===== src/ssc_pkg.sv =====
// Package for the serial shift clock select block: register map, field positions, resets.
// Assumes a single 40 MHz clock domain and a plain strobe-style register port.
package ssc_pkg;
   // Register offsets
   localparam logic [3:0] ADDR_CTRL = 4'h0;
   localparam logic [3:0] ADDR_PINPOS = 4'h1;
   localparam logic [3:0] ADDR_DATA = 4'h2;
   localparam logic [3:0] ADDR_STATUS = 4'h3;
   // Control and pin position field positions
   localparam int CS_HI = 3;
   localparam int CS_LO = 2;
   localparam int CLK_STROBE_POS = 1;
   localparam int TOGGLE_POS = 0;
   localparam int PIN_GROUP_POS = 0;
   // Reset values
   localparam logic [1:0] CS_RESET = 2'h0;
   localparam logic CLK_SEL_RESET = 1'h0;
   localparam logic PIN_GROUP_RESET = 1'h0;
   localparam logic [7:0] DATA_RESET = 8'h00;
   localparam logic [3:0] CNT_RESET = 4'h0;
   localparam logic CLK_PORT_RESET = 1'h0;
   // Clock source encodings
   typedef enum logic [1:0]
   {
      SSC_CS_SOFT = 2'h0,
      SSC_CS_TIMER = 2'h1,
      SSC_CS_EXT_RISE = 2'h2,
      SSC_CS_EXT_FALL = 2'h3
   } ssc_cs_type;
endpackage : ssc_pkg


===== src/ssc_buf_if.sv =====
// Interface carrying the received-byte stream between the core and its buffer.
// Assumes both ends on the same clock.
`timescale 1ns/1ps
`default_nettype none
interface ssc_buf_if;
   logic valid;
   logic ready;
   logic [7:0] data;
   modport src (output valid, output data, input ready);
   modport snk (input valid, input data, output ready);
endinterface : ssc_buf_if
`default_nettype wire


===== src/ssc_sync.sv =====
// Two-flop synchroniser for one asynchronous pin level.
// Assumes the pin is unrelated to i_mclk.
`timescale 1ns/1ps
`default_nettype none
module ssc_sync
(
   input wire logic i_mclk,
   input wire logic i_srst,
   input wire logic i_ce,
   input wire logic i_async,
   output logic o_sync
);
   logic meta_q;
   // First flop feeds only the second
   always_ff @(posedge i_mclk)
   begin
      if (i_srst)
      begin
         meta_q <= 1'h0;
         o_sync <= 1'h0;
      end
      else if (i_ce)
      begin
         meta_q <= i_async;
         o_sync <= meta_q;
      end
   end
endmodule : ssc_sync
`default_nettype wire


===== src/ssc_fifo2.sv =====
// Two-entry buffer for completed bytes, valid/ready on both sides.
// Assumes source and sink on i_mclk.
`timescale 1ns/1ps
`default_nettype none
module ssc_fifo2
(
   input wire logic i_mclk,
   input wire logic i_srst,
   input wire logic i_ce,
   ssc_buf_if.snk in_if,
   output logic o_valid,
   output logic [7:0] o_data,
   input wire logic i_ready
);
   logic [7:0] mem_q [2];
   logic wr_q;
   logic rd_q;
   logic [1:0] cnt_q;
   logic push;
   logic pop;
   // Handshakes
   assign in_if.ready = (cnt_q != 2'h2);
   assign o_valid = (cnt_q != 2'h0);
   assign o_data = mem_q[rd_q];
   assign push = in_if.valid && in_if.ready;
   assign pop = o_valid && i_ready;
   // Storage and pointers
   always_ff @(posedge i_mclk)
   begin
      if (i_srst)
      begin
         wr_q <= 1'h0;
         rd_q <= 1'h0;
         cnt_q <= 2'h0;
         mem_q[0] <= 8'h00;
         mem_q[1] <= 8'h00;
      end
      else if (i_ce)
      begin
         if (push)
         begin
            mem_q[wr_q] <= in_if.data;
            wr_q <= ~wr_q;
         end
         if (pop)
         begin
            rd_q <= ~rd_q;
         end
         if (push && !pop)
         begin
            cnt_q <= cnt_q + 2'h1;
         end
         else if (pop && !push)
         begin
            cnt_q <= cnt_q - 2'h1;
         end
      end
   end
endmodule : ssc_fifo2
`default_nettype wire


===== src/ssc_core.sv =====
// Serial shift clock select: source selection, strobes, shift register, counter, pins.
// Assumes one 40 MHz clock; serial clock and data pins are asynchronous and are synchronised.
//
// Overview of operation
// Two-bit field selects register and counter clock
// External clock: output changes on opposite edge
// Strobe or timer source: output latch transparent
// Field zero with strobe zero gives no clock
// Encoding: timer, rising, falling, counter both edges
// Software strobe shifts register, increments counter
// Strobe output change same cycle as write
// Shifted bit is input sampled one cycle before
// Clock strobe and toggle bits read zero
// Upper bit one: strobe bit selects counter clock
// Toggle write inverts clock port value
// Software sets clock pin direction for output
// External plus strobe bit: toggle clocks counter
// Pin group bit picks default or alternate pins
// Pin position bits seven to one read zero
// Software sets data input pin as input
// Counter four bits, wraps fifteen to zero
`timescale 1ns/1ps
`default_nettype none
module ssc_core
(
   input wire logic i_mclk,
   input wire logic i_srst,
   input wire logic i_ce,
   input wire logic [3:0] i_addr,
   input wire logic [7:0] i_wdata,
   input wire logic i_wr,
   input wire logic i_rd,
   output logic [7:0] o_rdata,
   input wire logic i_timer_match,
   input wire logic i_clk_pin_dir,
   input wire logic i_sck_a,
   input wire logic i_sck_b,
   input wire logic i_di_a,
   input wire logic i_di_b,
   output logic o_sck_a,
   output logic o_sck_oe_a,
   output logic o_sck_b,
   output logic o_sck_oe_b,
   output logic o_do_a,
   output logic o_do_b,
   output logic o_byte_valid,
   output logic [7:0] o_byte_data,
   input wire logic i_byte_ready
);
   ssc_buf_if buf_if ();
   logic [1:0] cs_q;
   logic clk_sel_q;
   logic pin_group_q;
   logic [7:0] data_q;
   logic [3:0] cnt_q;
   logic clk_port_q;
   logic do_latch_q;
   logic di_prev_q;
   logic sck_prev_q;
   logic [7:0] rdata_q;
   logic pend_q;
   logic sck_a_s;
   logic sck_b_s;
   logic di_a_s;
   logic di_b_s;
   logic sck_s;
   logic di_s;
   logic ctrl_wr;
   logic soft_strobe;
   logic toggle_strobe;
   logic ext_rise;
   logic ext_fall;
   logic shift_en;
   logic cnt_en;
   logic ext_sel;
   logic do_now;

   // Pin synchronisers
   ssc_sync u_sync_sck_a (.i_mclk(i_mclk), .i_srst(i_srst), .i_ce(i_ce),
      .i_async(i_sck_a), .o_sync(sck_a_s));
   ssc_sync u_sync_sck_b (.i_mclk(i_mclk), .i_srst(i_srst), .i_ce(i_ce),
      .i_async(i_sck_b), .o_sync(sck_b_s));
   ssc_sync u_sync_di_a (.i_mclk(i_mclk), .i_srst(i_srst), .i_ce(i_ce),
      .i_async(i_di_a), .o_sync(di_a_s));
   ssc_sync u_sync_di_b (.i_mclk(i_mclk), .i_srst(i_srst), .i_ce(i_ce),
      .i_async(i_di_b), .o_sync(di_b_s));

   // Pin group routing of inputs
   assign sck_s = pin_group_q ? sck_b_s : sck_a_s;
   assign di_s = pin_group_q ? di_b_s : di_a_s;

   // Strobe and edge decode
   assign ctrl_wr = i_wr && (i_addr == ssc_pkg::ADDR_CTRL);
   assign soft_strobe = ctrl_wr && i_wdata[ssc_pkg::CLK_STROBE_POS];
   assign toggle_strobe = ctrl_wr && i_wdata[ssc_pkg::TOGGLE_POS];
   assign ext_rise = sck_s && !sck_prev_q;
   assign ext_fall = !sck_s && sck_prev_q;
   assign ext_sel = cs_q[1];

   // Clock source selection for shift register and counter
   always_comb
   begin
      shift_en = 1'b0;
      cnt_en = 1'b0;
      case (ssc_pkg::ssc_cs_type'(cs_q))
         ssc_pkg::SSC_CS_SOFT:
         begin
            shift_en = soft_strobe;
            cnt_en = soft_strobe;
         end
         ssc_pkg::SSC_CS_TIMER:
         begin
            shift_en = i_timer_match;
            cnt_en = i_timer_match;
         end
         ssc_pkg::SSC_CS_EXT_RISE:
         begin
            shift_en = ext_rise;
            cnt_en = clk_sel_q ? toggle_strobe : (ext_rise || ext_fall);
         end
         ssc_pkg::SSC_CS_EXT_FALL:
         begin
            shift_en = ext_fall;
            cnt_en = clk_sel_q ? toggle_strobe : (ext_rise || ext_fall);
         end
         default:
         begin
            shift_en = 1'b0;
            cnt_en = 1'b0;
         end
      endcase
   end

   // Control register
   always_ff @(posedge i_mclk)
   begin
      if (i_srst)
      begin
         cs_q <= ssc_pkg::CS_RESET;
         clk_sel_q <= ssc_pkg::CLK_SEL_RESET;
      end
      else if (i_ce && ctrl_wr)
      begin
         cs_q <= i_wdata[ssc_pkg::CS_HI:ssc_pkg::CS_LO];
         clk_sel_q <= i_wdata[ssc_pkg::CLK_STROBE_POS];
      end
   end

   // Pin position register
   always_ff @(posedge i_mclk)
   begin
      if (i_srst)
      begin
         pin_group_q <= ssc_pkg::PIN_GROUP_RESET;
      end
      else if (i_ce && i_wr && (i_addr == ssc_pkg::ADDR_PINPOS))
      begin
         pin_group_q <= i_wdata[ssc_pkg::PIN_GROUP_POS];
      end
   end

   // Input history: previous-cycle data bit and clock level
   always_ff @(posedge i_mclk)
   begin
      if (i_srst)
      begin
         di_prev_q <= 1'h0;
         sck_prev_q <= 1'h0;
      end
      else if (i_ce)
      begin
         di_prev_q <= di_s;
         sck_prev_q <= sck_s;
      end
   end

   // Shift data register; software write loads it
   always_ff @(posedge i_mclk)
   begin
      if (i_srst)
      begin
         data_q <= ssc_pkg::DATA_RESET;
      end
      else if (i_ce)
      begin
         if (i_wr && (i_addr == ssc_pkg::ADDR_DATA))
         begin
            data_q <= i_wdata;
         end
         else if (shift_en)
         begin
            data_q <= {data_q[6:0], di_prev_q};
         end
      end
   end

   // Four-bit counter
   always_ff @(posedge i_mclk)
   begin
      if (i_srst)
      begin
         cnt_q <= ssc_pkg::CNT_RESET;
      end
      else if (i_ce && cnt_en)
      begin
         cnt_q <= cnt_q + 4'h1;
      end
   end

   // Serial clock port value
   always_ff @(posedge i_mclk)
   begin
      if (i_srst)
      begin
         clk_port_q <= ssc_pkg::CLK_PORT_RESET;
      end
      else if (i_ce && toggle_strobe)
      begin
         clk_port_q <= ~clk_port_q;
      end
   end

   // Output latch: updated on opposite edge for external clocking
   always_ff @(posedge i_mclk)
   begin
      if (i_srst)
      begin
         do_latch_q <= 1'h0;
      end
      else if (i_ce)
      begin
         if (!ext_sel)
         begin
            do_latch_q <= data_q[7];
         end
         else if ((cs_q[0] && ext_rise) || (!cs_q[0] && ext_fall))
         begin
            do_latch_q <= data_q[7];
         end
      end
   end

   // Transparent path when not externally clocked
   assign do_now = ext_sel ? do_latch_q : data_q[7];

   // Pin group routing of outputs
   assign o_do_a = pin_group_q ? 1'b0 : do_now;
   assign o_do_b = pin_group_q ? do_now : 1'b0;
   assign o_sck_a = clk_port_q;
   assign o_sck_b = clk_port_q;
   assign o_sck_oe_a = !pin_group_q && i_clk_pin_dir;
   assign o_sck_oe_b = pin_group_q && i_clk_pin_dir;

   // Completed byte into the buffer on counter wrap
   always_ff @(posedge i_mclk)
   begin
      if (i_srst)
      begin
         pend_q <= 1'h0;
      end
      else if (i_ce)
      begin
         if (cnt_en && (cnt_q == 4'hF))
         begin
            pend_q <= 1'h1;
         end
         else if (buf_if.ready)
         begin
            pend_q <= 1'h0;
         end
      end
   end
   assign buf_if.valid = pend_q;
   assign buf_if.data = data_q;

   ssc_fifo2 u_fifo (.i_mclk(i_mclk), .i_srst(i_srst), .i_ce(i_ce), .in_if(buf_if),
      .o_valid(o_byte_valid), .o_data(o_byte_data), .i_ready(i_byte_ready));

   // Read data, one cycle after the read strobe
   always_ff @(posedge i_mclk)
   begin
      if (i_srst)
      begin
         rdata_q <= 8'h00;
      end
      else if (i_ce)
      begin
         rdata_q <= 8'h00;
         if (i_rd)
         begin
            case (i_addr)
               ssc_pkg::ADDR_CTRL: rdata_q <= {4'h0, cs_q, 2'h0};
               ssc_pkg::ADDR_PINPOS: rdata_q <= {7'h00, pin_group_q};
               ssc_pkg::ADDR_DATA: rdata_q <= data_q;
               ssc_pkg::ADDR_STATUS: rdata_q <= {3'h0, clk_port_q, cnt_q};
               default: rdata_q <= 8'h00;
            endcase
         end
      end
   end
   assign o_rdata = rdata_q;

   // Checks
   a_strobe_shift: assert property (@(posedge i_mclk) disable iff (i_srst)
      (i_ce && soft_strobe && cs_q == 2'h0 && !(i_addr == ssc_pkg::ADDR_DATA))
      |=> data_q == {$past(data_q[6:0]), $past(di_prev_q)})
      else $error("soft strobe did not shift");
   a_strobe_count: assert property (@(posedge i_mclk) disable iff (i_srst)
      (i_ce && cnt_en) |=> cnt_q == $past(cnt_q) + 4'h1)
      else $error("counter did not step");
   a_no_clock_idle: assert property (@(posedge i_mclk) disable iff (i_srst)
      (i_ce && cs_q == 2'h0 && !soft_strobe) |=> cnt_q == $past(cnt_q))
      else $error("counter moved without clock");
   a_toggle_port: assert property (@(posedge i_mclk) disable iff (i_srst)
      (i_ce && toggle_strobe) |=> clk_port_q != $past(clk_port_q))
      else $error("toggle did not invert port");
   a_strobe_reads_zero: assert property (@(posedge i_mclk) disable iff (i_srst)
      ($past(i_rd) && $past(i_addr) == ssc_pkg::ADDR_CTRL) |-> o_rdata[1:0] == 2'h0)
      else $error("strobe bits read nonzero");
   a_pinpos_reserved: assert property (@(posedge i_mclk) disable iff (i_srst)
      ($past(i_rd) && $past(i_addr) == ssc_pkg::ADDR_PINPOS) |-> o_rdata[7:1] == 7'h00)
      else $error("reserved pin bits nonzero");
   a_transparent_out: assert property (@(posedge i_mclk) disable iff (i_srst)
      !cs_q[1] |-> do_now == data_q[7])
      else $error("output latch not transparent");
   // Rising-edge sampling moves the output latch only on a fall, and the reverse
   a_ext_hold: assert property (@(posedge i_mclk) disable iff (i_srst)
      (i_ce && cs_q == 2'h2 && !ext_fall) ##1 (cs_q == 2'h2) |-> $stable(do_latch_q))
      else $error("output moved off its edge");
   a_ext_hold_fall: assert property (@(posedge i_mclk) disable iff (i_srst)
      (i_ce && cs_q == 2'h3 && !ext_rise) ##1 (cs_q == 2'h3) |-> $stable(do_latch_q))
      else $error("output moved off its rising edge");
   a_timer_shift: assert property (@(posedge i_mclk) disable iff (i_srst)
      (cs_q == 2'h1 && i_timer_match) |-> shift_en && cnt_en)
      else $error("timer match ignored");
   a_toggle_count: assert property (@(posedge i_mclk) disable iff (i_srst)
      (cs_q[1] && clk_sel_q) |-> cnt_en == toggle_strobe)
      else $error("toggle count mismatch");
   a_group_route: assert property (@(posedge i_mclk) disable iff (i_srst)
      pin_group_q |-> (o_do_a == 1'b0 && o_do_b == do_now))
      else $error("pin group routing wrong");
endmodule : ssc_core
`default_nettype wire


===== config.mk =====
export PLATFORM = sky130hd
export DESIGN_NAME = ssc_core
export DESIGN_NICKNAME = d
export VERILOG_FILES = /design/src/ssc_pkg.sv /design/src/ssc_buf_if.sv /design/src/ssc_sync.sv /design/src/ssc_fifo2.sv /design/src/ssc_core.sv
export SDC_FILE = /design/constraint.sdc
export NUM_CORES = 1
export LEC_CHECK = 0
export BUFFER_PORTS_ARGS = -buffer_cell sky130_fd_sc_hd__buf_4
export CAP_MARGIN = 5
export CORE_MARGIN = 4
export CORE_UTILIZATION = 25
export CTS_CLUSTER_DIAMETER = 60
export DETAILED_ROUTE_END_ITERATION = 10
export PLACE_DENSITY_LB_ADDON = 0.2
export RECOVER_POWER = 100
export SKIP_LAST_GASP = 1
export SLEW_MARGIN = 30
export SYNTH_ARGS = -nofsm -noshare
export SYNTH_HDL_FRONTEND = slang
export SYNTH_SLANG_ARGS = --single-unit

===== constraint.sdc =====
create_clock -name i_mclk -period 2.9 [get_ports i_mclk]
set_input_delay 0.725 -clock i_mclk [delete_from_list [all_inputs] [get_ports i_mclk]]
set_output_delay 0.725 -clock i_mclk [all_outputs]
set_load 0.01 [all_outputs]

==> results.md <==
- The flow ran to the end, and the final reports show no timing, DRC or antenna violations.
- Setup violations remaining at the end of the flow were counted as 0.
- Walking the worst path, the cells encountered are buf_4 -> nor4b_2 -> o21ai_2 -> a21oi_1 -> mux2_1.
- In this run the horizontal extent of the chip is 115 um.
- The family with the most delay on the worst path is simple AND/OR/NAND/NOR gates.
- Summed over all layers, the routed wires come to 6740 um.
- The routed design uses 372 um of met3 wire.
- The peak supply drop is 246 uV.
- The clock latency at the later pin of the worst-skew pair is 0.32 ns.
- The number of warnings printed during yosys synthesis is 0.
- The detailed router put a total of 3330 um of wire on met1.
- The H-tree depth reported by CTS is 3.
- The final-report max-slew violation count came to 0.
- During placement, the flow inserted port buffers numbering 46.
- After synthesis, the mean cell area works out to 10.5 um^2.
- The CTS clock-pin slew for the worst setup and hold paths is 0.05 ns.
- The die footprint is 13100 um^2.
- In the final layout, the share of cells above drive strength 1 is 0.178.
- Wire segments on met2 add up to 2900 um in the final route.
- The tree built by TritonCTS fans out to 58 sinks.
- Max-cap violations in this run came to 0.
- The congestion estimate from routability-driven global placement came to 0.727.
- At the end of the flow, the number of nets in the layout was 343.
- The count of unique library cells instantiated by Yosys is 46.
- The die boundary height is 115 um.
- In the layout the commonest cells are dfxtp_1, mux2i_1, nor2_1, clkbuf_1, buf_4.
- After floorplanning, the core was sized to cover 11000 um^2.
- The wire length per cell after detailed routing is 14.7 um.
- The via count of the first global-routing pass is 2129.
- CTS placed an instance of clkbuf_16 at the clock tree root.
- The kind of path behind the tightest hold check is flop to flop.
- The sequential cells in the finished layout cover a total of 1320 um^2.
- For the worst setup path, the data arrival time is 2.57 ns.
- The largest single stage delay on the critical path is 0.79 ns.
- The count of flip-flops with a built-in enable after synthesis is 16.
- The library cell used most frequently in the layout, excluding fill and tap cells, is dfxtp_1.
- Of all flip-flops after synthesis, the portion carrying an async set or reset was 0.
- The first global-routing pass estimated 11000 um of wire.
- The power per cell area is 558 nW/um^2.
- Entering global routing, the biggest net connects 46 pins.
- The standby leakage power is 1.31 nW.
- The uppermost metal layer occupied by signal nets is met4.
- The CTS tree is done.
- The final hold violation count was 0.
- Global routing finished with a remaining overflow of 0.
- For this run, the total global-route usage over all layers was measured as 0.109.
- The post-CTS setup buffer count is 0.
- The initial utilization of the core area, before any placement, comes to 0.259.
- The total number of vias is 2090.
- The dominant synthesized flop cell is dfxtp_1.
- The remaining number of nets flagged by the antenna check after routing is 0.
- At the placement stage, the worst setup path has a slack of 0.536 ns.
- For the final routed database, the setup TNS stands at 0 ns.
- From synthesis to final layout, the design area changed by 21.1%.
- After detailed routing, the number of remaining DRC violations is 0.
- The slowest cell on the critical path is nor4b_2.
- The achievable clock frequency is 423 MHz.
- The actual transition at the worst max-transition pin is 1.03 ns.
- Once the clock tree was built, the resizer swapped 0 gates to a different size.
- The synthesized design contains 58 register bits.
- The post-layout worst setup margin is 0.537 ns.
- The largest fanout on the critical path is 10.
- The number of antenna cells inserted is 0.
- The number of top-level pins is 47.
- The initial antenna violation count is 0.
- The number of standard-cell rows in the floorplan is 38.
- Setup repair after global routing left no endpoint under its margin.
- The capturing element type of the critical path is a flop.
- Counting buffers and inverters, the worst setup path is 5 cells deep.
- After synthesis the cells add up to 2840 um^2.
- Of the synthesized area, sequential elements account for 0.465.
- The post-route fraction of the period consumed by the critical path is 0.815.
- The synthesized instance count is 270.
- The depth of the worst register-to-register path is 5.
- The via count normalized by instance count is 4.54.
- Across the routed clock network, the largest skew measured is 0.00572 ns.
- The clock tree buffer depth is 2.
- Subtracting the final worst setup slack from the clock period gives 2.36 ns.
- Summing all multi-input logic gate instances after layout gives 1380 um^2.
- The number of fill cells in the layout is 1156.
- The number of nets in the synthesized netlist is 298.
- For this block, the initial DRC count from the detailed router was 82.
- The worst hold slack across all endpoints is 0.461 ns.
- The worst setup path category is input port to flop.
- The worst hold path stage count is 2.
- The worst pin sits at a relative slew slack of 0.309.
- The hold buffer count at CTS is 0.
- The number of buffer and inverter instances along the worst setup path is 1.
- The element type at the critical path start is an input port.
- The placed wire-length estimate is 4880 um.
- TritonCTS created 9 clock buffers.
- At the worst endpoint, the required time is 3.11 ns.
- Before antenna repair, the detailed router went through 4 iterations.
[final cells by class]
type / instances / area share
timing repair buffer: 50 / 0.0818
clock inverter: 6 / 0.00982
sequential: 58 / 0.384
tap: 140 / 0.0509
inverter: 6 / 0.00655
multi-input combinational: 190 / 0.400
clock buffer: 10 / 0.0665
[logic make-up after synthesis]
kind of cell / count (synthesis) / share of synthesized area
xor+xnor: 6 / 0.0185
compound gates: 46 / 0.137
mux: 40 / 0.146
simple gates: 94 / 0.178
flops: 58 / 0.465
fa+ha+maj: 4 / 0.0176
buf+inv: 22 / 0.0383
[layer usage]
metal | GRT usage | up-vias
met5 | 0 | -
met4 | 0.0388 | 0
met3 | 0.0465 | 9
met2 | 0.155 | 56
met1 | 0.147 | 969
li1 | - | 1056
[power by group]
part           internal, mW  switching, mW
sequential            0.855         0.0130
combinational        0.0549         0.0714
clock                 0.569          0.357
total                  1.48          0.442
[worst min-delay path, cell delays in order, from the launching register on]
cell and delay, ns:
dfxtp_1 0.30, nand2_1 0.06, a21oi_1 0.05
[cell usage after synthesis (6+ instances only)]
cell / instances / area [um^2]
a211oi_1: 10 / 75.1
a211oi_2: 9 / 113
a21oi_1: 8 / 40.0
and2_1: 20 / 125
clkbuf_1: 7 / 26.3
dfxtp_1: 42 / 841
edfxtp_1: 16 / 480
inv_1: 6 / 22.5
mux2_2: 8 / 90.1
mux2i_1: 29 / 290
nand2_1: 17 / 63.8
nand3_1: 6 / 30.0
nor2_1: 27 / 101
nor2b_1: 7 / 43.8
[flip-flops by register name, summed over array words and instances (netlist names), 2 cells and up, named ones only]
register,flops
cnt_q,4
cs_q,2
o_rdata,8
u_fifo.cnt_q,2
u_fifo.mem_q,16
buf_if.data,8
[path summary, 6_finish.rpt]
path / to / slack [ns] / from
max reg2reg: u_fifo.mem_q[1][5] / 0.71 / u_fifo.cnt_q[0]
min reg2reg: o_rdata[5] / 0.46 / o_rdata[5]
min: o_rdata[5] / 0.46 / o_rdata[5]
max: cnt_q[0] / 0.54 / i_addr[0]
[stage by stage]
stage	power (mW)	instance area, um^2	cells	utilization
final	1.92	3440	460	0.313
after global routing	2.01	3440	460	0.313
after CTS	1.96	3570	460	0.325
after detailed placement	1.02	3300	444	0.301
after global placement	1.02	3300	444	0.301
after floorplan	0.962	2840	270	-
No activity file was read; power rests on OpenSTA's default activity.
